===== src/hdl/vpr_pkg.sv =====
// constants, register map and types for picture run control
// Operation
// host loads picture addresses, options, format first
// picture qstep used only without rate control
// forced skip skips picture unconditionally
// forced intra encodes picture as intra
// 4:2:2 vertical source merged to 4:2:0
// host issues run after parameters; begins only
// completion seen by busy flag or interrupt
// run completion interrupt enabled by bit 3
// full stream buffer stalls until space freed
// host drains ring buffer during encode
// frame mode ignores read pointer access
// results written to parameter buffer layout
// new commands refused until results released
// host ends instance with end of sequence
// rate control may skip pictures itself
// ring mode per instance, else frame mode
// busy clears when completion interrupt pends
package vpr_pkg;
  localparam int CLK_NS = 10;
  localparam int ENC_TICK_NS = 40;
  localparam int ENC_TICK_CYC = (ENC_TICK_NS + CLK_NS - 1) / CLK_NS;

  ////////////////////////////////////////////////////////////////////////
  // register byte offsets
  localparam logic [7:0] A_CMD = 8'h00;
  localparam logic [7:0] A_STATUS = 8'h04;
  localparam logic [7:0] A_INT_STAT = 8'h08;
  localparam logic [7:0] A_INT_CLR = 8'h0c;
  localparam logic [7:0] A_INT_EN = 8'h10;
  localparam logic [7:0] A_CFG = 8'h14;
  localparam logic [7:0] A_PIC_OPT = 8'h18;
  localparam logic [7:0] A_SRC_Y = 8'h1c;
  localparam logic [7:0] A_SRC_CB = 8'h20;
  localparam logic [7:0] A_SRC_CR = 8'h24;
  localparam logic [7:0] A_ENC_LEN = 8'h28;
  localparam logic [7:0] A_RD_PTR = 8'h2c;
  localparam logic [7:0] A_WR_PTR = 8'h30;
  localparam logic [7:0] A_TARGET = 8'h34;
  localparam logic [2:0] A_PBUF_HI = 3'h2; // 0x40..0x5c

  // command codes
  localparam logic [7:0] CMD_PIC_RUN = 8'h01;
  localparam logic [7:0] CMD_END_OF_SEQUENCE_CMD = 8'h02;
  localparam logic [7:0] CMD_RELEASE = 8'h03;

  // interrupt bits
  localparam int INT_W = 4;
  localparam int IB_REFUSED = 0;
  localparam int IB_END_OF_SEQUENCE_CMD = 1;
  localparam int IB_STALL = 2;
  localparam int IB_PIC_DONE = 3;

  // status and configuration fields
  localparam int SB_BUSY = 0;
  localparam int SB_HOLD = 1;
  localparam int SB_STALL = 2;
  localparam int CB_RC_EN = 0;
  localparam int CB_RING = 1;
  localparam int CB_AUTOSKIP = 2;
  localparam int CB_GOP_LSB = 8;
  localparam int CB_SLICE_LSB = 16;
  localparam int PO_Q_LSB = 0;
  localparam int PO_SKIP = 8;
  localparam int PO_INTRA = 9;
  localparam int PO_FMT422 = 10;
  localparam int Q_W = 6;

  // picture types and parameter buffer layout
  localparam logic [1:0] PT_I = 2'h0;
  localparam logic [1:0] PT_P = 2'h1;
  localparam logic [1:0] PT_SKIP = 2'h2;
  localparam int PB_TYPE = 0;
  localparam int PB_START = 1;
  localparam int PB_SIZE = 2;
  localparam int PB_SLICES = 3;
  localparam int PB_SLICE_BND = 4;
  localparam int PB_MB_BND = 5;
  localparam int PB_QP = 6;
  localparam int PB_FRAME = 7;
  localparam int PB_N = 8;

  // rate control qstep limits
  localparam logic [Q_W-1:0] Q_INIT = 6'h10;
  localparam logic [Q_W-1:0] Q_MIN = 6'h01;
  localparam logic [Q_W-1:0] Q_MAX = 6'h1f;

  typedef enum logic [3:0] {
    ST_IDLE = 4'b0001,
    ST_RUN = 4'b0010,
    ST_STALL = 4'b0100,
    ST_HOLD = 4'b1000
  } vpr_state_e;
endpackage : vpr_pkg


===== src/hdl/vpr_pic_run_ctl.sv =====
// picture run command control with stream stall and results
//
// The placing of the registers and strobed register access were decided locally.
`timescale 1ns/100ps
module vpr_pic_run_ctl
  import vpr_pkg::*;
#(
  parameter int STRM_AW = 10,
  parameter int TICK_CYC = ENC_TICK_CYC
) (
  input wire logic core_clk_i,
  input wire logic rstn_i,
  input wire logic [7:0] addr_i,
  input wire logic [31:0] wdata_i,
  input wire logic wr_i,
  input wire logic rd_i,
  output logic [31:0] rdata_o,
  output logic irq_o,
  output logic busy_o,
  output logic strm_we_o,
  output logic [STRM_AW-1:0] strm_addr_o,
  output logic [31:0] strm_data_o
);
  localparam int PW = STRM_AW + 1;
  localparam logic [PW-1:0] DEPTH = PW'(1) << STRM_AW;

  ////////////////////////////////////////////////////////////////////////
  // state
  vpr_state_e state;
  logic [INT_W-1:0] int_stat;
  logic [INT_W-1:0] int_en;
  logic [31:0] cfg;
  logic [31:0] pic_opt;
  logic [31:0] src_y;
  logic [31:0] src_cb;
  logic [31:0] src_cr;
  logic [15:0] enc_len;
  logic [15:0] target;
  logic [PW-1:0] wr_ptr;
  logic [PW-1:0] rd_ptr;
  logic [15:0] mb_cnt;
  logic [7:0] slice_mb;
  logic [15:0] slice_cnt;
  logic [PW-1:0] slice_start;
  logic [PW-1:0] pic_start;
  logic cur_skip;
  logic cur_intra;
  logic [Q_W-1:0] cur_q;
  logic cur_fmt422;
  logic first_pic;
  logic [7:0] gop_cnt;
  logic [31:0] frame_cnt;
  logic [31:0] pbuf [PB_N];
  logic [7:0] tick_cnt;
  logic tick;

  ////////////////////////////////////////////////////////////////////////
  // register decode
  logic wr_cmd;
  logic wr_ring_rd;
  logic [7:0] cmd;
  logic cmd_run;
  logic cmd_end;
  logic cmd_rel;
  logic can_start;
  logic run_ok;
  logic end_ok;
  logic rel_ok;
  logic refused;
  logic ring;

  assign wr_cmd = wr_i && addr_i == A_CMD;
  assign cmd = wdata_i[7:0];
  assign cmd_run = wr_cmd && cmd == CMD_PIC_RUN;
  assign cmd_end = wr_cmd && cmd == CMD_END_OF_SEQUENCE_CMD;
  assign cmd_rel = wr_cmd && cmd == CMD_RELEASE;
  assign ring = cfg[CB_RING];
  // held results block everything except their own release
  assign can_start = state == ST_IDLE;
  assign run_ok = cmd_run & can_start;
  assign end_ok = cmd_end & can_start;
  assign rel_ok = cmd_rel & (state == ST_HOLD);
  assign refused = wr_cmd & ~(run_ok | end_ok | rel_ok);
  // pointer writes have no effect in frame mode
  assign wr_ring_rd = wr_i && addr_i == A_RD_PTR && ring;

  ////////////////////////////////////////////////////////////////////////
  // submodules and encode pacing
  logic [Q_W-1:0] eff_q;
  logic auto_skip;
  logic chroma_rdy;
  logic enc_tick;
  logic [PW-1:0] fill;
  logic full;
  logic done;
  logic emit;
  logic [15:0] pic_words;

  assign fill = wr_ptr - rd_ptr;
  assign full = fill >= DEPTH;
  // ticks only reach the converter while the encode may advance
  assign enc_tick = tick & (state == ST_RUN) & ~full & ~cur_skip;
  assign emit = chroma_rdy & (state == ST_RUN) & ~full;
  assign done = (state == ST_RUN) &
                (cur_skip | (mb_cnt == enc_len));
  assign pic_words = cur_skip ? 16'h0 : mb_cnt;

  vpr_rate_ctl u_rate (
    .core_clk_i(core_clk_i),
    .rstn_i(rstn_i),
    .clear_i(end_ok),
    .rc_en_i(cfg[CB_RC_EN]),
    .autoskip_en_i(cfg[CB_AUTOSKIP]),
    .pic_q_i(pic_opt[PO_Q_LSB +: Q_W]),
    .target_i(target),
    .pic_done_i(done),
    .pic_size_i(pic_words),
    .qstep_o(eff_q),
    .auto_skip_o(auto_skip)
  );

  vpr_chroma_conv u_chroma (
    .core_clk_i(core_clk_i),
    .rstn_i(rstn_i),
    .start_i(run_ok),
    .tick_i(enc_tick),
    .fmt422_i(cur_fmt422),
    .chroma_rdy_o(chroma_rdy)
  );

  // encode rate enable: one pulse every TICK_CYC clocks
  always_ff @(posedge core_clk_i) begin
    if (!rstn_i) begin
      tick_cnt <= 8'h0;
      tick <= 1'b0;
    end else begin
      tick <= tick_cnt == 8'(TICK_CYC - 1);
      tick_cnt <= (tick_cnt == 8'(TICK_CYC - 1)) ? 8'h0 :
                  tick_cnt + 8'h01;
    end
  end

  ////////////////////////////////////////////////////////////////////////
  // picture type decision
  logic [7:0] gop_len;
  logic intra_due;
  logic skip_now;

  assign gop_len = cfg[CB_GOP_LSB +: 8];
  assign intra_due = first_pic |
                     (gop_len != 8'h0 && gop_cnt >= gop_len - 8'h01);
  // forced skip beats every other decision
  assign skip_now = pic_opt[PO_SKIP] | auto_skip;

  ////////////////////////////////////////////////////////////////////////
  // control state machine
  vpr_state_e next_state;

  always_comb begin
    next_state = state;
    case (state)
      ST_IDLE: begin
        if (run_ok) begin
          next_state = ST_RUN;
        end
      end
      ST_RUN: begin
        if (done) begin
          next_state = ST_HOLD;
        end else if (full) begin
          next_state = ST_STALL;
        end
      end
      ST_STALL: begin
        if (!full) begin
          next_state = ST_RUN;
        end
      end
      ST_HOLD: begin
        if (rel_ok) begin
          next_state = ST_IDLE;
        end
      end
      default: next_state = ST_IDLE;
    endcase
  end

  always_ff @(posedge core_clk_i) begin
    if (!rstn_i) begin
      state <= ST_IDLE;
    end else begin
      state <= next_state;
    end
  end

  ////////////////////////////////////////////////////////////////////////
  // per-picture latch and encode progress
  always_ff @(posedge core_clk_i) begin
    if (!rstn_i) begin
      cur_skip <= 1'b0;
      cur_intra <= 1'b0;
      cur_q <= Q_INIT;
      cur_fmt422 <= 1'b0;
      mb_cnt <= 16'h0;
      slice_mb <= 8'h0;
      slice_cnt <= 16'h0;
      slice_start <= '0;
      pic_start <= '0;
    end else if (run_ok) begin
      cur_skip <= skip_now;
      cur_intra <= pic_opt[PO_INTRA] | intra_due;
      cur_q <= eff_q;
      cur_fmt422 <= pic_opt[PO_FMT422];
      mb_cnt <= 16'h0;
      slice_mb <= 8'h0;
      slice_cnt <= 16'h0;
      slice_start <= ring ? wr_ptr : '0;
      pic_start <= ring ? wr_ptr : '0;
    end else if (emit) begin
      mb_cnt <= mb_cnt + 16'h01;
      // a new slice opens at each slice-size macroblock boundary
      if (slice_mb == 8'h0) begin
        slice_cnt <= slice_cnt + 16'h01;
        slice_start <= wr_ptr;
      end
      slice_mb <= (slice_mb + 8'h01 >= cfg[CB_SLICE_LSB +: 8]) ?
                  8'h0 : slice_mb + 8'h01;
    end
  end

  ////////////////////////////////////////////////////////////////////////
  // stream pointers: frame mode restarts at the buffer base
  always_ff @(posedge core_clk_i) begin
    if (!rstn_i) begin
      wr_ptr <= '0;
      rd_ptr <= '0;
    end else if (run_ok && !ring) begin
      wr_ptr <= '0;
      rd_ptr <= '0;
    end else begin
      if (emit) begin
        wr_ptr <= wr_ptr + PW'(1);
      end
      if (wr_ring_rd) begin
        rd_ptr <= wdata_i[PW-1:0];
      end
    end
  end

  // stream word: quantiser and macroblock index
  always_ff @(posedge core_clk_i) begin
    if (!rstn_i) begin
      strm_we_o <= 1'b0;
      strm_addr_o <= '0;
      strm_data_o <= 32'h0;
    end else begin
      strm_we_o <= emit;
      strm_addr_o <= wr_ptr[STRM_AW-1:0];
      strm_data_o <= {cur_intra, 9'h0, cur_q, mb_cnt};
    end
  end

  ////////////////////////////////////////////////////////////////////////
  // picture type history
  always_ff @(posedge core_clk_i) begin
    if (!rstn_i || end_ok) begin
      first_pic <= 1'b1;
      gop_cnt <= 8'h0;
      frame_cnt <= 32'h0;
    end else if (done) begin
      frame_cnt <= frame_cnt + 32'h1;
      if (!cur_skip) begin
        first_pic <= 1'b0;
        gop_cnt <= cur_intra ? 8'h0 : gop_cnt + 8'h01;
      end
    end
  end

  ////////////////////////////////////////////////////////////////////////
  // parameter buffer: whole layout written in the completion cycle
  logic [31:0] res [PB_N];

  assign res[PB_TYPE] = {30'h0, cur_skip ? PT_SKIP :
                         (cur_intra ? PT_I : PT_P)};
  assign res[PB_START] = 32'(pic_start[STRM_AW-1:0]) << 2;
  assign res[PB_SIZE] = 32'(pic_words) << 2;
  assign res[PB_SLICES] = {16'h0, slice_cnt};
  assign res[PB_SLICE_BND] = 32'(slice_start[STRM_AW-1:0]) << 2;
  assign res[PB_MB_BND] = 32'(wr_ptr[STRM_AW-1:0]) << 2;
  assign res[PB_QP] = {26'h0, cur_q};
  assign res[PB_FRAME] = frame_cnt;

  for (genvar gi = 0; gi < PB_N; gi++) begin : g_pbuf
    always_ff @(posedge core_clk_i) begin
      if (!rstn_i) begin
        pbuf[gi] <= 32'h0;
      end else if (done) begin
        pbuf[gi] <= res[gi];
      end
    end
  end

  ////////////////////////////////////////////////////////////////////////
  // software registers
  always_ff @(posedge core_clk_i) begin
    if (!rstn_i) begin
      int_en <= '0;
      cfg <= 32'h0;
      pic_opt <= 32'h0;
      src_y <= 32'h0;
      src_cb <= 32'h0;
      src_cr <= 32'h0;
      enc_len <= 16'h0;
      target <= 16'h0;
    end else if (wr_i) begin
      if (addr_i == A_INT_EN) int_en <= wdata_i[INT_W-1:0];
      if (addr_i == A_CFG) cfg <= wdata_i;
      if (addr_i == A_PIC_OPT) pic_opt <= wdata_i;
      if (addr_i == A_SRC_Y) src_y <= wdata_i;
      if (addr_i == A_SRC_CB) src_cb <= wdata_i;
      if (addr_i == A_SRC_CR) src_cr <= wdata_i;
      if (addr_i == A_ENC_LEN) enc_len <= wdata_i[15:0];
      if (addr_i == A_TARGET) target <= wdata_i[15:0];
    end
  end

  ////////////////////////////////////////////////////////////////////////
  // interrupts: set wins over a clear in the same cycle
  logic [INT_W-1:0] int_set;
  logic [INT_W-1:0] int_clr;
  logic [INT_W-1:0] next_int_stat;
  logic stall_rise;

  assign stall_rise = (state == ST_RUN) & full & ~done;
  assign int_set = {done, stall_rise, end_ok, refused};
  assign int_clr = (wr_i && addr_i == A_INT_CLR) ?
                   wdata_i[INT_W-1:0] : '0;
  assign next_int_stat = (int_stat & ~int_clr) | int_set;

  // busy falls in the cycle the completion bit goes pending
  always_ff @(posedge core_clk_i) begin
    if (!rstn_i) begin
      int_stat <= '0;
      irq_o <= 1'b0;
      busy_o <= 1'b0;
    end else begin
      int_stat <= next_int_stat;
      irq_o <= |(next_int_stat & int_en);
      if (run_ok) begin
        busy_o <= 1'b1;
      end else if (done) begin
        busy_o <= 1'b0;
      end
    end
  end

  ////////////////////////////////////////////////////////////////////////
  // read mux; frame mode pointer queries read as zero
  logic pb_hit;
  logic [31:0] status_w;
  logic [31:0] rd_val;

  assign pb_hit = addr_i[7:5] == A_PBUF_HI;
  assign status_w = {29'h0, state == ST_STALL, state == ST_HOLD,
                     busy_o};
  assign rd_val =
    pb_hit ? pbuf[addr_i[4:2]] :
    addr_i == A_STATUS ? status_w :
    addr_i == A_INT_STAT ? 32'(int_stat) :
    addr_i == A_INT_EN ? 32'(int_en) :
    addr_i == A_CFG ? cfg :
    addr_i == A_PIC_OPT ? pic_opt :
    addr_i == A_SRC_Y ? src_y :
    addr_i == A_SRC_CB ? src_cb :
    addr_i == A_SRC_CR ? src_cr :
    addr_i == A_ENC_LEN ? {16'h0, enc_len} :
    addr_i == A_TARGET ? {16'h0, target} :
    addr_i == A_RD_PTR && ring ? 32'(rd_ptr) :
    addr_i == A_WR_PTR && ring ? 32'(wr_ptr) :
    32'h0;

  // data stand one cycle after the read strobe only
  always_ff @(posedge core_clk_i) begin
    if (!rstn_i) begin
      rdata_o <= 32'h0;
    end else begin
      rdata_o <= rd_i ? rd_val : 32'h0;
    end
  end
endmodule : vpr_pic_run_ctl


===== src/hdl/vpr_chroma_conv.sv =====
// chroma line merge from 4:2:2 vertical to 4:2:0
`timescale 1ns/100ps
module vpr_chroma_conv
  import vpr_pkg::*;
(
  input wire logic core_clk_i,
  input wire logic rstn_i,
  input wire logic start_i,
  input wire logic tick_i,
  input wire logic fmt422_i,
  output logic chroma_rdy_o
);
  logic phase;

  // 4:2:2 carries two chroma lines per 4:2:0 line: fetch both, emit one
  // phase marks the second line of a merged pair
  always_ff @(posedge core_clk_i) begin
    if (!rstn_i) begin
      phase <= 1'b0;
      chroma_rdy_o <= 1'b0;
    end else begin
      chroma_rdy_o <= tick_i & (~fmt422_i | phase);
      if (start_i) begin
        phase <= 1'b0;
      end else if (tick_i & fmt422_i) begin
        phase <= ~phase;
      end
    end
  end
endmodule : vpr_chroma_conv


===== src/hdl/vpr_rate_ctl.sv =====
// rate control: virtual buffer level, qstep and auto skip
`timescale 1ns/100ps
module vpr_rate_ctl
  import vpr_pkg::*;
(
  input wire logic core_clk_i,
  input wire logic rstn_i,
  input wire logic clear_i,
  input wire logic rc_en_i,
  input wire logic autoskip_en_i,
  input wire logic [Q_W-1:0] pic_q_i,
  input wire logic [15:0] target_i,
  input wire logic pic_done_i,
  input wire logic [15:0] pic_size_i,
  output logic [Q_W-1:0] qstep_o,
  output logic auto_skip_o
);
  logic [17:0] level;
  logic [Q_W-1:0] rc_q;
  logic [17:0] sum_w;
  logic [17:0] next_level;

  assign sum_w = level + {2'h0, pic_size_i};
  assign next_level = (sum_w > {2'h0, target_i}) ?
                      sum_w - {2'h0, target_i} : 18'h0;
  // the picture qstep only counts with rate control off
  assign qstep_o = rc_en_i ? rc_q : pic_q_i;
  // skip when the level runs past twice the per-picture target
  assign auto_skip_o = rc_en_i & autoskip_en_i &
                       (level > {1'b0, target_i, 1'b0});

  // level and qstep move once per finished picture
  always_ff @(posedge core_clk_i) begin
    if (!rstn_i || clear_i) begin
      level <= 18'h0;
      rc_q <= Q_INIT;
    end else if (pic_done_i) begin
      level <= next_level;
      if (pic_size_i > target_i && rc_q < Q_MAX) begin
        rc_q <= rc_q + 6'h01;
      end else if (pic_size_i < target_i && rc_q > Q_MIN) begin
        rc_q <= rc_q - 6'h01;
      end
    end
  end
endmodule : vpr_rate_ctl


===== config.mk =====
export PLATFORM = sky130hd
export DESIGN_NAME = vpr_pic_run_ctl
export DESIGN_NICKNAME = d
export VERILOG_FILES = /design/src/hdl/vpr_pkg.sv /design/src/hdl/vpr_pic_run_ctl.sv /design/src/hdl/vpr_chroma_conv.sv /design/src/hdl/vpr_rate_ctl.sv
export SDC_FILE = /design/constraint.sdc
export NUM_CORES = 1
export LEC_CHECK = 0
export ABC_AREA = 1
export BUFFER_PORTS_ARGS = -buffer_cell sky130_fd_sc_hd__clkbuf_2
export CAP_MARGIN = 5
export CORE_UTILIZATION = 30
export DETAILED_ROUTE_END_ITERATION = 8
export PLACE_DENSITY = 0.53
export SLEW_MARGIN = 5
export SYNTH_ARGS = -nofsm -noshare
export SYNTH_HDL_FRONTEND = slang
export SYNTH_SLANG_ARGS = --single-unit

===== constraint.sdc =====
create_clock -name core_clk_i -period 10.2 [get_ports core_clk_i]
set_clock_uncertainty 0.1 [all_clocks]
set_input_delay 0.51 -clock core_clk_i [delete_from_list [all_inputs] [get_ports core_clk_i]]
set_output_delay 0.51 -clock core_clk_i [all_outputs]
set_load 0.05 [all_outputs]

# Word level (Yosys, flattened, before mapping)
# Memory sizes are Yosys's and may differ from the RTL's.
# Cells that the tools add are included.
# totals
regBits	448
ram_bits	256
in_bits	44
out_inout_bits	77
word_cells	217
memories	1
# classes
addsub	13
order_cmp	9
n_eq_ne	27
n_mux	47
bitwise	42
reduce_logical	41
# mem_list
memory	depth	word_bits	read_ports	rd_ports_with_merged_regs	wr	line_no	text
pbuf	8	32	1	0	8	vpr_pic_run_ctl.sv:53	logic [31:0] pbuf [PB_N];
# op_table
operator	n
$mux 32	17
$eq 8x6->1 const B	6
$mux 16	3
$mux 10	4
$add 16x1->16 const B	2
$add 32x1->32 const B	1
$eq 8x5->1 const B	4
$reduce_and 2->1	13
$add 8x1->8 const B	3
$eq 8x2->1 const B	3
$mux 4	6
$mux 11	2
$add 18x16->18	1
$gt 18x16->1	1
$gt 18x17->1	1
$mux 18	1
$mux 6	3
$sub 18x16->18	1
$and 1x1->1	16
$eq 16x16->1	1
$eq 8x4->1 const B	2
$ge 8x8->1	2
$gt 16x16->1	1
$logic_not 8->1	2
36 further kinds	83

# Depth between registers and ports, before layout
# Gate-level depths: netlist of the first run.
# logic_depth
ltp_word	15
ltp_mapped	30

# Hierarchy
# Synthesis of the first run repeated with hierarchy kept, for this count alone.
# unflattened
cells_unflattened	3527
area_unflattened_um2	26930.8
# by_module_without_submodules
mod	instances	cells_per_inst	area_each_um2	seq_area_each_um2
vpr_pic_run_ctl	1	2967	23134.7	11330.9
vpr_rate_ctl	1	549	3716.1	480.5
vpr_chroma_conv	1	11	80.1	40.0

# Worst setup path after synthesis of the first run
# OpenSTA, ideal clock, no wires.
# synth_timing
kind	reg-to-reg
start	register mb_cnt[1]
end	memory pbuf[0][0], enable pin
setup_ns	0.465
arrival_ns	3.679
t_required_ns	9.635
setup_slack_ns	5.956
path_stages_with_launch	10
path_buffers	2
period_less_slack_ns	4.244
cell_sequence	dfxtp_1 xnor2_1 o211ai_1 nor3_1 nand3_1 nand2_1 nand2_1 buf_4 buf_2 nand2_1
# synth_rtl
element	line_no	text
start, declared	vpr_pic_run_ctl.sv:41	logic [15:0] mb_cnt;
start signal, assigned	vpr_pic_run_ctl.sv:220	mb_cnt <= mb_cnt + 16'h01;
end, declared	vpr_pic_run_ctl.sv:53	

# Worst setup path after layout of the first run
# layout_timing
start	register cur_skip
end	register u_rate.level[7]
# layout_between
elab_chain_len	4
word_cells_on_any_way	7
# layout_lines
element	line_no	text
start, declared	vpr_pic_run_ctl.sv:46	logic cur_skip;
start signal, assigned	vpr_pic_run_ctl.sv:210	cur_skip <= skip_now;
$mux 16 (*)	vpr_pic_run_ctl.sv:106	assign pic_words = cur_skip ? 16'h0 : mb_cnt;
net pic_words[0]	vpr_pic_run_ctl.sv:97	logic [15:0] pic_words;
$add 18x16->18 (*)	vpr_rate_ctl.sv:23	assign sum_w = level + {2'h0, pic_size_i};
$sub 18x16->18 / $gt 18x16->1 (equally long branches)	vpr_rate_ctl.sv:25, vpr_rate_ctl.sv:24	
$mux 18 (*)	vpr_rate_ctl.sv:24	assign next_level = (sum_w > {2'h0, target_i}) ?
end signal, assigned	vpr_rate_ctl.sv:38	level <= next_level;
end, declared	vpr_rate_ctl.sv:18	logic [17:0] level;
# The timed path passes the listed nets; every way through them passes the cells marked *.
# A chain may end at the register's enable or synchronous reset.

==> metrics.md, run 1 <==
| Metric | Value |
|---|---|
| Status | `finished, final reports clean` |
| Sequential area share after synthesis | `0.449` |
| Share of layout cells above drive strength 1 | `0.0914` |
| H-tree depth | `2` |
| Max-slew violation count | `0` |
| Post-DRT Antenna Nets | `0` |
| Worst reg2reg path depth | `23` |
| Top_reg_cell synth | `dfxtp_1` |
| Fin util | `0.347` |
| IO Count | `121` |
| R2r endpoint | `u_rate.level[7]` |
| Worst setup path class | `flip-flop to flip-flop` |
| DP HPWL | `approximately 64 mm` |
| Fmax | `218 MHz` |
| Fillers | `just over 9000` |
| Worst EP arrival | `5060 ps` |
| Hold Path End | `src_cb[25]` |
| RSZ-0062 raised after global routing | `no` |
| Crit share post-route | `0.450` |
| Initial Util | `0.304` |
| Uppermost layer routed | `met5` |
| Worst slew pin tran | `1050 ps` |
| Number of global-route vias before repair | `22100` |
| Slowest Stage Delay on Critical Path | `830 ps` |
| Vias | `between 20000 and 25000` |
| Largest net degree at the start of global routing | `79` |
| R2R setup slack | `5610 ps` |
| Setup TNS | `0 ps` |
| Worst r2r src | `cur_skip` |
| Hold_sp | `wdata_i[25]` |
| Synth Warn # | `0` |
| Critical path launch point type | `flip-flop` |
| IO buf count | `111` |
| Headroom to the max-slew limit | `0.302` |
| M1 wire length | `40.6 mm` |
| Total gr overflow | `0` |
| Initial antenna violation count | `4` |
| Routed len/inst | `between 15 and 20 µm` |
| Final hold viol count | `0` |
| Post-Syn Area | `between 20000 and 30000 µm²` |
| Worst-path clk slew | `60 ps` |
| Metal3 WL | `5.45 mm` |
| Root buf cell | `clkbuf_16` |
| CP max stage cell | `dfxtp_1` |
| Via density per instance | `5.00` |
| Peak VDD IR | `133 µV` |
| Post-Syn Instances | `3477` |
| Leakage | `11.4 nW` |
| Clock Latency Late Sink | `660 ps` |
| Die height | `299 µm` |
| Crit path time final | `4590 ps` |
| CTS tree | `built` |
| WP data required | `approximately 11000 ps` |
| Avg Inst Size Synth | `7.59 µm²` |
| Max Cap Viol | `0` |
| # setup viols final | `0` |
| Met2 routed WL | `40.4 mm` |
| GP Congestion | `0.898` |
| First-pass GRT wire length | `about 140 mm` |
| Final nets | `3650` |
| Asr flop ratio synth | `0` |
| Standard-cell row count | `108` |
| DRC | `0` |
| Pre-antenna DRT Iters | `5` |
| Core Area | `between 80000 and 90000 µm²` |
| CTS Sinks | `about 540` |
| Flops & latches, synth | `541` |
| Num CTS Buffers | `61` |
| Count of cell types in the netlist | `60` |
| Tot GR Track Use | `0.197` |
| Crit. End Element | `flip-flop` |
| Critical path cell sequence | `nor2_1 -> ha_1 -> ha_1 -> inv_1 -> nand2_1 -> nand2_1 -> nand2_1 -> nand3_1 -> nand2_2 -> a31oi_1 -> o21ai_0 -> xor2_1 -> ha_1 -> nand2_1 -> nor4_1 -> nand2_1 -> nand3_1 -> nand2_1 -> nand3_2 -> nor2_4 -> nor2_8 -> nand3_1 -> a21oi_1` |
| Post-Route WL | `89.5 mm` |
| Tightest Hold Check Type | `input pin to flip-flop` |
| Post-cts resize count | `0` |
| Most Frequent Cell on Critical Path | `nand2_1` |
| Hold path cells | `3` |
| Post-synth EDFFs | `102` |
| DRT iter0 DRCs | `a little under 2000` |
| Cell Pwr Density | `around 160 nW/µm²` |
| Area growth, synth to finish | `14.1%` |
| CP max FO | `18` |
| Die area | `89200 µm²` |
| Die Width | `299 µm` |
| Clock Tree Buf Depth | `3` |
==> final cells by class <==
cell class | instances | area [µm²] | share of cell area
clock buffers | 87 | 1790 | 0.0593
diodes | 1 | 2.50 | 0.0000831
clock inverters | 27 | 353 | 0.0117
well taps | 1155 | 1450 | 0.0480
flip-flops and latches | 541 | 11900 | 0.394
inverters | 421 | 1590 | 0.0527
repair buffers | 146 | 823 | 0.0273
multi-input cells | 2345 | 12300 | 0.407
==> cells in the mapped netlist (6+ instances only) <==
| cell type | instances | share of area |
|---|---|---|
| a22oi_1 | 16 | 0.0046 |
| a21oi_1 | 417 | 0.079 |
| inv_2 | 11 | 0.0016 |
| o22ai_1 | 18 | 0.0043 |
| buf_2 | 26 | 0.0049 |
| a221oi_1 | 9 | 0.0030 |
| o211ai_1 | 24 | 0.0068 |
| inv_1 | 408 | 0.058 |
| buf_1 | 14 | 0.0020 |
| nor2_1 | 296 | 0.042 |
| ha_1 | 89 | 0.042 |
| a31oi_1 | 12 | 0.0028 |
| nand4_1 | 57 | 0.014 |
| xor2_1 | 65 | 0.022 |
| a22o_1 | 6 | 0.0020 |
| nand2_1 | 637 | 0.091 |
| buf_4 | 11 | 0.0031 |
| dfxtp_1 | 439 | 0.33 |
| a211oi_1 | 14 | 0.0040 |
| nand3_1 | 203 | 0.038 |
| a21oi_2 | 10 | 0.0033 |
| o21ai_0 | 249 | 0.047 |
| nor4_1 | 19 | 0.0045 |
| nand2_2 | 28 | 0.0066 |
| edfxtp_1 | 102 | 0.12 |
| xnor2_1 | 22 | 0.0073 |
| nor3_1 | 69 | 0.013 |
| clkbuf_1 | 124 | 0.018 |
| o32ai_1 | 10 | 0.0033 |
| o2111ai_1 | 12 | 0.0040 |
==> power by group <==
part	leakage, nW	total (W)	switching [W]	internal (W)
clock network	1.04	0.00235	0.000954	0.00139
registers	4.59	0.00221	0.0000118	0.00220
logic	5.77	0.000171	0.000136	0.0000352
total	11.4	0.00473	0.00110	0.00363
==> cells in the final DEF (no fill, tap or decap), types with 16 or more instances in the layout <==
cell / synthesis / layout
dfxtp_1: 439 / 439
a22oi_1: 16 / 16
nand3_1: 203 / 203
edfxtp_1: 102 / 102
inv_1: 408 / 407
xor2_1: 65 / 65
nand4_1: 57 / 57
clkbuf_2: 0 / 109
nor4_1: 19 / 18
xnor2_1: 22 / 22
clkbuf_16: 0 / 63
nand2_1: 637 / 632
nor2_1: 296 / 293
o211ai_1: 24 / 24
o21ai_0: 249 / 249
a21oi_1: 417 / 416
o22ai_1: 18 / 18
nor3_1: 69 / 68
ha_1: 89 / 89
buf_4: 11 / 35
nand2_2: 28 / 32
==> logic make-up after synthesis <==
group / synth area share
other cells: 0.000142
flops: 0.449
compound gates: 0.172
simple gates: 0.217
xor+xnor: 0.0289
buf+inv: 0.0893
fa+ha+maj: 0.0429
==> metrics by stage <==
| stage | std cells | setup WS, ps | total power (W) | hold slack, ps | instance area [µm²] |
|---|---|---|---|---|---|
| 6_report | 4723 | 5610 | 0.00473 | 58.4 | 30100 |
| 5_1_grt | 4722 | 5160 | 0.00487 | 64.5 | 30100 |
| 4_1_cts | 4722 | 5600 | 0.00477 | 25.4 | 30100 |
| 3_5_place_dp | 4607 | 5630 | 0.00242 | 334 | 28000 |
| 3_3_place_gp | 4607 | 5680 | 0.00242 | 329 | 28000 |
| 2_1_floorplan | 3485 | 5960 | 0.00236 | 320 | 26400 |
==> per-layer routing <==
metal,GRT usage,vias to the layer above
met1,0.269,11100
met5,0,-
met4,0.0672,4
li1,-,11700
met3,0.0341,143
met2,0.313,646
==> sequential cells by signal, summed over array words and instances (netlist names), 6 cells and up <==
name and cells:
frame_cnt 32, pic_start 10, enc_len 16, strm_addr_o 10
mb_cnt 16, pbuf 102, slice_start 10, src_y 32
pic_opt 32, target 16, src_cb 32, strm_data_o 23
wr_ptr 11, rdata_o 32, tick_cnt 8, u_rate.level 18
src_cr 32, slice_mb 8, cur_q 6, slice_cnt 16
gop_cnt 8, cfg 32, rd_ptr 11, u_rate.rc_q 6
==> how the worst max path moves through the flow <==
stage          startpoint               end  slack [ps]  cells after the start
3_5_place_dp     cur_skip   u_rate.level[7]        5630                     23
2_1_floorplan   mb_cnt[1]        pbuf[0][0]        5960                      9
4_1_cts          cur_skip   u_rate.level[7]        5600                     23
3_3_place_gp     cur_skip  u_rate.level[17]        5680                     23
6_report         cur_skip   u_rate.level[7]        5610                     23
5_1_grt          cur_skip   u_rate.level[7]        5160                     27
==> critical path, delay by kind of cell (launching register included) <==
kind,cells,cell delay (ps)
adders and majority gates,3,920
buffers and inverters,1,60
AOI/OAI and AO/OA,3,520
xor gates and xnor gates,1,190
DFF,1,830
and+or+nand+nor,15,1890
==> repair_timing <==
item                                   in CTS  in global routing
buffers inserted                            0                  0
setup endpoints to repair                   0                  0
endpoints found under the hold margin       1                  0
hold buffers                                1                  0
(Power assumes the default switching activity.)
==> inputs of run 2 (changes only) <==
--- a/config.mk
+++ b/config.mk
@@ -5,7 +5,7 @@
 export SDC_FILE = /design/constraint.sdc
 export NUM_CORES = 1
 export LEC_CHECK = 0
-export ABC_AREA = 1
+export ABC_AREA = 0
 export BUFFER_PORTS_ARGS = -buffer_cell sky130_fd_sc_hd__clkbuf_2
 export CAP_MARGIN = 5
 export CORE_UTILIZATION = 30
==> constraint.sdc (replaced) <==
create_clock -name core_clk_i -period 4.25 [get_ports core_clk_i]
set_clock_uncertainty 0.1 [all_clocks]
set_input_delay 0.2125 -clock core_clk_i [delete_from_list [all_inputs] [get_ports core_clk_i]]
set_output_delay 0.2125 -clock core_clk_i [all_outputs]
set_load 0.05 [all_outputs]
==> run 2 against run 1 <==
The run now ends with negative setup slack left. Non-clock buffer count grew 186. Design area grew 4.1%. Cell count decreased by 7.0%. Clock-buffer cell count is 6 higher. Clock power grew 130%. Hold slack worse by 5.9 ps. Sequential share of layout area down 1.5 points. Critical endpoint is now u_rate.level[2].
==> metrics.md, run 2 <==
| Metric | Value |
|---|---|
| Peak VDD IR | `354 µV (was 133 µV)` |
| Area growth, synth to finish | `20.4% (was 14.1%)` |
| Worst-path clk slew | `60 ps (about the same)` |
| DRT iter0 DRCs | `2001 (was 1926)` |
| Crit path time final | `4580 ps (was 4590 ps)` |
| Post-synth EDFFs | `102 (unchanged)` |
| Crit. End Element | `flip-flop (unchanged)` |
| CTS Sinks | `541 (unchanged)` |
| Uppermost layer routed | `met5 (unchanged)` |
| First-pass GRT wire length | `139 mm (was 136 mm)` |
| Headroom to the max-slew limit | `0.183 (was 0.302)` |
| Tot GR Track Use | `0.209 (was 0.197)` |
| Metal3 WL | `6.61 mm (was 5.45 mm)` |
| CP max FO | `6 (was 18)` |
| Pre-antenna DRT Iters | `5 (unchanged)` |
| Vias | `23200 (was 23600)` |
| Synth cell count leaders | `nand2_1 (515), dfxtp_1 (439), a21oi_1 (329), nor2_1 (186), clkbuf_1 (180) (was nand2_1 (637), dfxtp_1 (439), a21oi_1 (417), inv_1 (408), nor2_1 (296))` |
| Clock Tree Buf Depth | `3 (unchanged)` |
| Critical path launch point type | `flip-flop (unchanged)` |
| H-tree depth | `2 (unchanged)` |
| GP Congestion | `0.908 (was 0.898)` |
| Worst slack at placement | `-462 ps (was 5630 ps)` |
| Commonest non-fill, non-tap cell in the layout | `nand2_1 (unchanged)` |
| Share of layout cells above drive strength 1 | `0.145 (was 0.0914)` |
| Max Cap Viol | `0 (unchanged)` |
| Clock Latency Late Sink | `650 ps (was 660 ps)` |
| Crit path launch | `cur_skip (unchanged)` |
| Cell Pwr Density | `357 nW/µm² (was 157 nW/µm²)` |
| Largest Register | `pbuf (unchanged)` |
| Largest area contributor in the netlist | `dfxtp_1 (unchanged)` |
| Post-DRT Antenna Nets | `0 (unchanged)` |
| Worst EP arrival | `5010 ps (was 5060 ps)` |
| Largest net degree at the start of global routing | `210 (was 79)` |
| Total gr overflow | `0 (unchanged)` |
| Asr flop ratio synth | `0 (unchanged)` |
| Root buf cell | `clkbuf_16 (unchanged)` |
| DP HPWL | `65.2 mm (was 64.0 mm)` |
| Hold_sp | `rstn_i (was wdata_i[25])` |
| Avg Inst Size Synth | `8.64 µm² (was 7.59 µm²)` |
| Tightest Hold Check Type | `input pin to flip-flop (unchanged)` |
| R2r endpoint | `u_rate.level[2] (was u_rate.level[7])` |
| IO Count | `121 (unchanged)` |
| Sequential area share after synthesis | `0.455 (was 0.449)` |
| Most common cell in the netlist | `nand2_1 (unchanged)` |
| Number of global-route vias before repair | `21800 (was 22100)` |
| Most frequent cells in the layout | `nand2_1 (514), dfxtp_1 (438), a21oi_1 (322), buf_4 (179), nor2_1 (175) (was nand2_1 (632), dfxtp_1 (439), a21oi_1 (416), inv_1 (407), nor2_1 (293))` |
| Via density per instance | `5.28 (was 5.00)` |
| Worst setup path class | `flip-flop to flip-flop (unchanged)` |
| WP data required | `4680 ps (was 10670 ps)` |
| Failing checks | `negative setup slack` |
| Die height | `297 µm (was 299 µm)` |
| Count of cell types in the netlist | `91 (was 60)` |
| Final hold viol count | `0 (unchanged)` |
| Top_reg_cell synth | `dfxtp_1 (unchanged)` |
| Max-slew violation count | `0 (unchanged)` |
| Largest register FFs | `102 (unchanged)` |
| Num CTS Buffers | `61 (unchanged)` |
| Setup crit end | `u_rate.level[2] (was u_rate.level[7])` |
| Die area | `88000 µm² (was 89200 µm²)` |
| CTS tree | `built (unchanged)` |
| Initial Util | `0.304 (about the same)` |
| Crit share post-route | `1.08 (was 0.450)` |
| R2R setup slack | `-330 ps (was 5610 ps)` |
| RSZ-0062 raised after global routing | `yes (was no)` |
| DRC | `0 (unchanged)` |
| IO buf count | `111 (unchanged)` |
| Post-Syn Instances | `3012 (was 3477)` |
| Synth Warn # | `0 (unchanged)` |
| Synth area leaders | `dfxtp_1 (34%), edfxtp_1 (12%), nand2_1 (7.4%) (was dfxtp_1 (33%), edfxtp_1 (12%), nand2_1 (9.1%))` |
| Ant. Diodes | `0 (was 1)` |
| Routed len/inst | `21.3 µm (was 18.9 µm)` |
| Met2 routed WL | `41.4 mm (was 40.4 mm)` |
| Status | `finished with violations (was finished, final reports clean)` |
| Fmax | `218 MHz (about the same)` |
| Setup TNS | `-4850 ps (was 0 ps)` |
| Standard-cell row count | `107 (was 108)` |
| Setup ws final | `-327 ps (was 5610 ps)` |
| Die Width | `297 µm (was 299 µm)` |
| Worst r2r src | `cur_skip (unchanged)` |
| Top cell type's share of synthesized area | `0.338 (was 0.333)` |
| Final nets | `3329 (was 3650)` |
| # setup viols final | `18 (was 0)` |
| Flops & latches, synth | `541 (unchanged)` |
| Core Area | `85500 µm² (was 86900 µm²)` |
| Worst slew pin tran | `1210 ps (was 1050 ps)` |
| Post-Syn Area | `26000 µm² (was 26400 µm²)` |
| Initial antenna violation count | `7 (was 4)` |
| M1 wire length | `41.9 mm (was 40.6 mm)` |
| Post-Route WL | `93.6 mm (was 89.5 mm)` |
| Worst reg2reg path depth | `22 (was 23)` |
| Fin util | `0.366 (was 0.347)` |
| Leakage | `11.7 nW (was 11.4 nW)` |
-- run 2: cell types whose count changed after synthesis, moves of 101 or more --
cell	change
o21ai_0	-182
and3_1	+113
nand3_1	-101
inv_1	-326
nand2_1	-122
nor2_1	-110
-- run 2: worst min path at each step --
| stage | to | cells past startpoint | slack (ps) |
|---|---|---|---|
| floorplan | cfg[24] | 2 | 250 |
| detailed placement | tick_cnt[0] | 1 | 330 |
| finish | strm_addr_o[8] | 2 | 50 |
| global route | tick_cnt[1] | 2 | 100 |
| global placement | tick_cnt[0] | 1 | 330 |
| CTS | strm_addr_o[8] | 2 | 60 |
-- run 2: repair_timing --
| action | in CTS | in global routing |
|---|---|---|
| hold endpoints to repair | 202 | 0 |
| gates resized for setup | 14 | 29 |
| gates cloned | 0 | 1 |
| pin swaps | 5 | 9 |
| endpoints found under the setup margin | 18 | 18 |
| setup buffers | 4 | 4 |
| hold buffers | 32 | 0 |
-- run 2: cell families after synthesis --
logic type	count (synthesis)	share of synthesized area
XOR/XNOR	105	0.0353
buffers and inverters	303	0.0460
AND/OR/NAND/NOR	1187	0.216
other	1	0.000144
flip-flops	541	0.455
AO/OA/AOI/OAI	723	0.178
adder cells (fa/ha/maj)	93	0.0447
multiplexers	59	0.0253
-- run 2: layout make-up --
class                      count  area (µm²)
clock inverter                22         255
sequential                   541       11900
inverter                      83         319
timing repair buffer         332        2400
tap                         1144        1430
multi-input combinational   2176       13400
clock buffer                  93        1730
fill                        8732       54200
-- run 2: layer usage --
metal | track usage | up-vias
met5 | 0 | -
met2 | 0.326 | 822
met3 | 0.0362 | 175
met4 | 0.0870 | 10
li1 | - | 11100
met1 | 0.285 | 11100
-- run 2: stage by stage --
step | instances | instance area (µm²) | power (W) | hold slack (ps)
6_report | 4391 | 31400 | 0.0112 | 52.5
5_1_grt | 4391 | 31400 | 0.0115 | 99.0
4_1_cts | 4386 | 31200 | 0.0113 | 62.9
3_5_place_dp | 4235 | 28700 | 0.00596 | 334
3_3_place_gp | 4235 | 28700 | 0.00596 | 331
2_1_floorplan | 3020 | 26200 | 0.00575 | 248
-- run 2: where the power goes --
part	total (W)	switching, W	internal [W]	leakage (nW)
registers	0.00534	0.0000428	0.00530	4.59
logic	0.000544	0.000389	0.000155	6.18
clock network	0.00530	0.00226	0.00304	0.961
total	0.0112	0.00269	0.00850	11.7
-- run 2: worst max-delay path, stage by stage, from the launching register on --
cell	delay, ps
dfxtp_4	350
buf_6	110
nor2b_4	130
ha_4	190
nor2_4	40
o32ai_4	340
a2111oi_4	80
o32ai_4	350
and2_4	210
o21ai_2	50
a21oi_2	120
a21oi_1	60
xnor2_1	130
ha_1	310
a21o_1	190
a21oi_2	190
o21bai_2	100
o31a_1	310
o22a_1	210
a211oi_4	320
a21oi_4	140
buf_12	160
a32o_1	240
==> inputs of run 3 (changes only) <==
--- a/config.mk
+++ b/config.mk
@@ -8,9 +8,9 @@
 export ABC_AREA = 0
 export BUFFER_PORTS_ARGS = -buffer_cell sky130_fd_sc_hd__clkbuf_2
 export CAP_MARGIN = 5
-export CORE_UTILIZATION = 30
+export CORE_UTILIZATION = 61
 export DETAILED_ROUTE_END_ITERATION = 8
-export PLACE_DENSITY = 0.53
+export PLACE_DENSITY = 0.87
 export SLEW_MARGIN = 5
 export SYNTH_ARGS = -nofsm -noshare
 export SYNTH_HDL_FRONTEND = slang
==> run 3 against run 2 <==
The flow still finishes with violations (negative setup slack). Die area shrank 51%. Clock power down 8.3%. Combinational power is 3% lower. Cell count down 15%. Core utilization grew 35 points. Sequential power about the same. Non-clock buffer count down 25. First-iteration DRC count rose by 72%. Hold slack got worse by 5.0 ps. Wire length down 7.2%. Register-to-register slack barely moved. Largest cell class unchanged. Largest power group unchanged. Highest routed layer unchanged.
==> metrics.md, run 3 (same netlist as run 2, synthesis figures left out) <==
| Metric | Value |
|---|---|
| # setup viols final | `18 (unchanged)` |
| Crit-path leading delay family | `compound AO/OA/AOI/OAI gates (unchanged)` |
| Die Width | `209 µm (was 297 µm)` |
| Standard-cell row count | `75 (was 107)` |
| Crit path time final | `4570 ps (was 4580 ps)` |
| Max Cap Viol | `0 (unchanged)` |
| Worst setup path class | `flip-flop to flip-flop (unchanged)` |
| Failing checks | `negative setup slack (unchanged)` |
| Clock Tree Buf Depth | `3 (unchanged)` |
| Largest register FFs | `102 (unchanged)` |
| Tot GR Track Use | `0.390 (was 0.209)` |
| Worst EP arrival | `5010 ps (about the same)` |
| Final hold viol count | `0 (unchanged)` |
| Max-slew violation count | `0 (unchanged)` |
| Vias | `24700 (was 23200)` |
| Slowest Stage Delay on Critical Path | `540 ps (was 350 ps)` |
| Initial antenna violation count | `3 (was 7)` |
| IO buf count | `111 (unchanged)` |
| CP bufs+invs | `2 (unchanged)` |
| Post-DRT Antenna Nets | `0 (unchanged)` |
| Largest Register | `pbuf (unchanged)` |
| CTS tree | `built (unchanged)` |
| Cell Pwr Density | `355 nW/µm² (was 357 nW/µm²)` |
| Crit share post-route | `1.08 (about the same)` |
| Critical path launch point type | `flip-flop (unchanged)` |
| Total gr overflow | `0 (unchanged)` |
| DP HPWL | `59.0 mm (was 65.2 mm)` |
| H-tree depth | `2 (unchanged)` |
| Share of layout cells above drive strength 1 | `0.135 (was 0.145)` |
| RSZ-0062 raised after global routing | `yes (unchanged)` |
| Routed len/inst | `23.2 µm (was 21.3 µm)` |
| GP Congestion | `0.995 (was 0.908)` |
| Commonest non-fill, non-tap cell in the layout | `nand2_1 (unchanged)` |
| WP data required | `4690 ps (was 4680 ps)` |
| Worst-path clk slew | `60 ps (about the same)` |
| Core Area | `42000 µm² (was 85500 µm²)` |
| Fillers | `3070 (was 8732)` |
| CP max stage cell | `or4b_1 (was dfxtp_4)` |
| Most frequent cells in the layout | `nand2_1 (514), dfxtp_1 (437), a21oi_1 (324), nor2_1 (178), buf_4 (151) (was nand2_1 (514), dfxtp_1 (438), a21oi_1 (322), buf_4 (179), nor2_1 (175))` |
| CP max FO | `5 (was 6)` |
| Die height | `209 µm (was 297 µm)` |
| Largest net degree at the start of global routing | `87 (was 210)` |
| Crit. End Element | `flip-flop (unchanged)` |
| Tightest Hold Check Type | `input pin to flip-flop (unchanged)` |
| Setup TNS | `-4470 ps (was -4850 ps)` |
| Headroom to the max-slew limit | `0.195 (was 0.183)` |
| Final nets | `3296 (was 3329)` |
| Leakage | `11.6 nW (was 11.7 nW)` |
| Pre-antenna DRT Iters | `7 (was 5)` |
| Number of global-route vias before repair | `23500 (was 21800)` |
| Num CTS Buffers | `53 (was 61)` |
| Peak VDD IR | `359 µV (was 354 µV)` |
| CTS Sinks | `541 (unchanged)` |
| Status | `finished with violations (unchanged)` |
| Via density per instance | `6.59 (was 5.28)` |
| Worst slew pin tran | `1200 ps (was 1210 ps)` |
| Die area | `43500 µm² (was 88000 µm²)` |
| Root buf cell | `clkbuf_16 (unchanged)` |
| Clock Latency Late Sink | `630 ps (was 650 ps)` |
| Post-Route WL | `86.9 mm (was 93.6 mm)` |
| Fmax | `219 MHz (was 218 MHz)` |
| Area growth, synth to finish | `16.0% (was 20.4%)` |
| Initial Util | `0.619 (was 0.304)` |
| Design Power | `0.0107 W (was 0.0112 W)` |
| DRC | `0 (unchanged)` |
| Setup ws final | `-321 ps (was -327 ps)` |
| First-pass GRT wire length | `132 mm (was 139 mm)` |
| DRT iter0 DRCs | `3433 (was 2001)` |
| IO Count | `121 (unchanged)` |
| Critical path cell sequence | `nor2b_4 -> ha_4 -> nor2_2 -> o32ai_2 -> buf_4 -> a2111oi_4 -> o32ai_2 -> and2_1 -> o21ai_1 -> a21oi_1 -> a21oi_1 -> xnor2_1 -> ha_1 -> buf_6 -> nand3_4 -> or2_4 -> a21oi_4 -> o31a_1 -> o22a_1 -> a211oi_4 -> or4b_1 -> a21o_1 -> a21oi_2 (was buf_6 -> nor2b_4 -> ha_4 -> nor2_4 -> o32ai_4 -> a2111oi_4 -> o32ai_4 -> and2_4 -> o21ai_2 -> a21oi_2 -> a21oi_1 -> xnor2_1 -> ha_1 -> a21o_1 -> a21oi_2 -> o21bai_2 -> o31a_1 -> o22a_1 -> a211oi_4 -> a21oi_4 -> buf_12 -> a32o_1)` |
run 3: changes by cell type in the layout (fill, tap and decap cells not counted), moves of 3 or more:
| cell | before | now |
|---|---|---|
| buf_4 | 179 | 151 |
| nor2_4 | 7 | 3 |
| clkbuf_16 | 62 | 55 |
| clkinvlp_4 | 1 | 5 |
| nor2_1 | 175 | 178 |
| clkbuf_1 | 24 | 10 |
run 3: timing repair:
| item | CTS | global route |
|---|---|---|
| buffers inserted | 11 | 3 |
| hold endpoints to repair | 196 | 0 |
| resized for setup | 28 | 12 |
| gates cloned | 1 | 1 |
| pin swaps | 16 | 22 |
| endpoints found under the setup margin | 18 | 18 |
| hold buffers | 32 | 0 |
run 3: through the flow:
step / std cells / utilization / cell area [µm²] / setup WS [ps] / hold WS [ps]
3_5_place_dp: 3599 / 0.660 / 27700 / -518 / 336
3_3_place_gp: 3599 / 0.660 / 27700 / -435 / 320
6_report: 3744 / 0.719 / 30200 / -321 / 47.5
5_1_grt: 3743 / 0.719 / 30200 / -500 / 80.3
2_1_floorplan: 3020 / - / 26200 / -416 / 248
4_1_cts: 3739 / 0.716 / 30100 / -228 / 34.8
run 3: layout make-up:
| cell class | instances | area [µm²] | area share |
|---|---|---|---|
| Clock buffer | 71 | 1490 | 0.0492 |
| Inverter | 83 | 319 | 0.0106 |
| Sequential cell | 541 | 11900 | 0.392 |
| Timing Repair Buffer | 307 | 2250 | 0.0745 |
| Clock inverter | 26 | 314 | 0.0104 |
| Antenna cell | 1 | 2.50 | 0.0000828 |
| Tap cell | 539 | 674 | 0.0223 |
| Multi-Input combinational cell | 2176 | 13300 | 0.441 |
run 3: path summary, 6_finish.rpt:
kind / end / start / slack (ps) / cells after the start
worst min register to register: tick_cnt[0] / tick_cnt[0] / 350 / 1
worst min-delay path: tick_cnt[3] / rstn_i / 50 / 3
worst max register to register: u_rate.level[17] / cur_skip / -320 / 23
worst max-delay path: u_rate.level[17] / cur_skip / -320 / 23
run 3: tightest hold or removal path, cell delays in order:
cell and delay, ps:
clkbuf_2 200, inv_8 180, nor2_1 140
run 3: metal layers:
layer  vias to the layer above  wire length (µm)  global-route usage
met4                         2              5470               0.230
met2                      1640             39000               0.620
met5                         -                10                   0
met1                     11700             33000               0.504
li1                      11000                 -                   -
met3                       351              9490              0.0637
run 3: report_power, final:
part           switching, W  internal, W
sequential        0.0000429      0.00530
clock               0.00209      0.00277
combinational      0.000376     0.000154
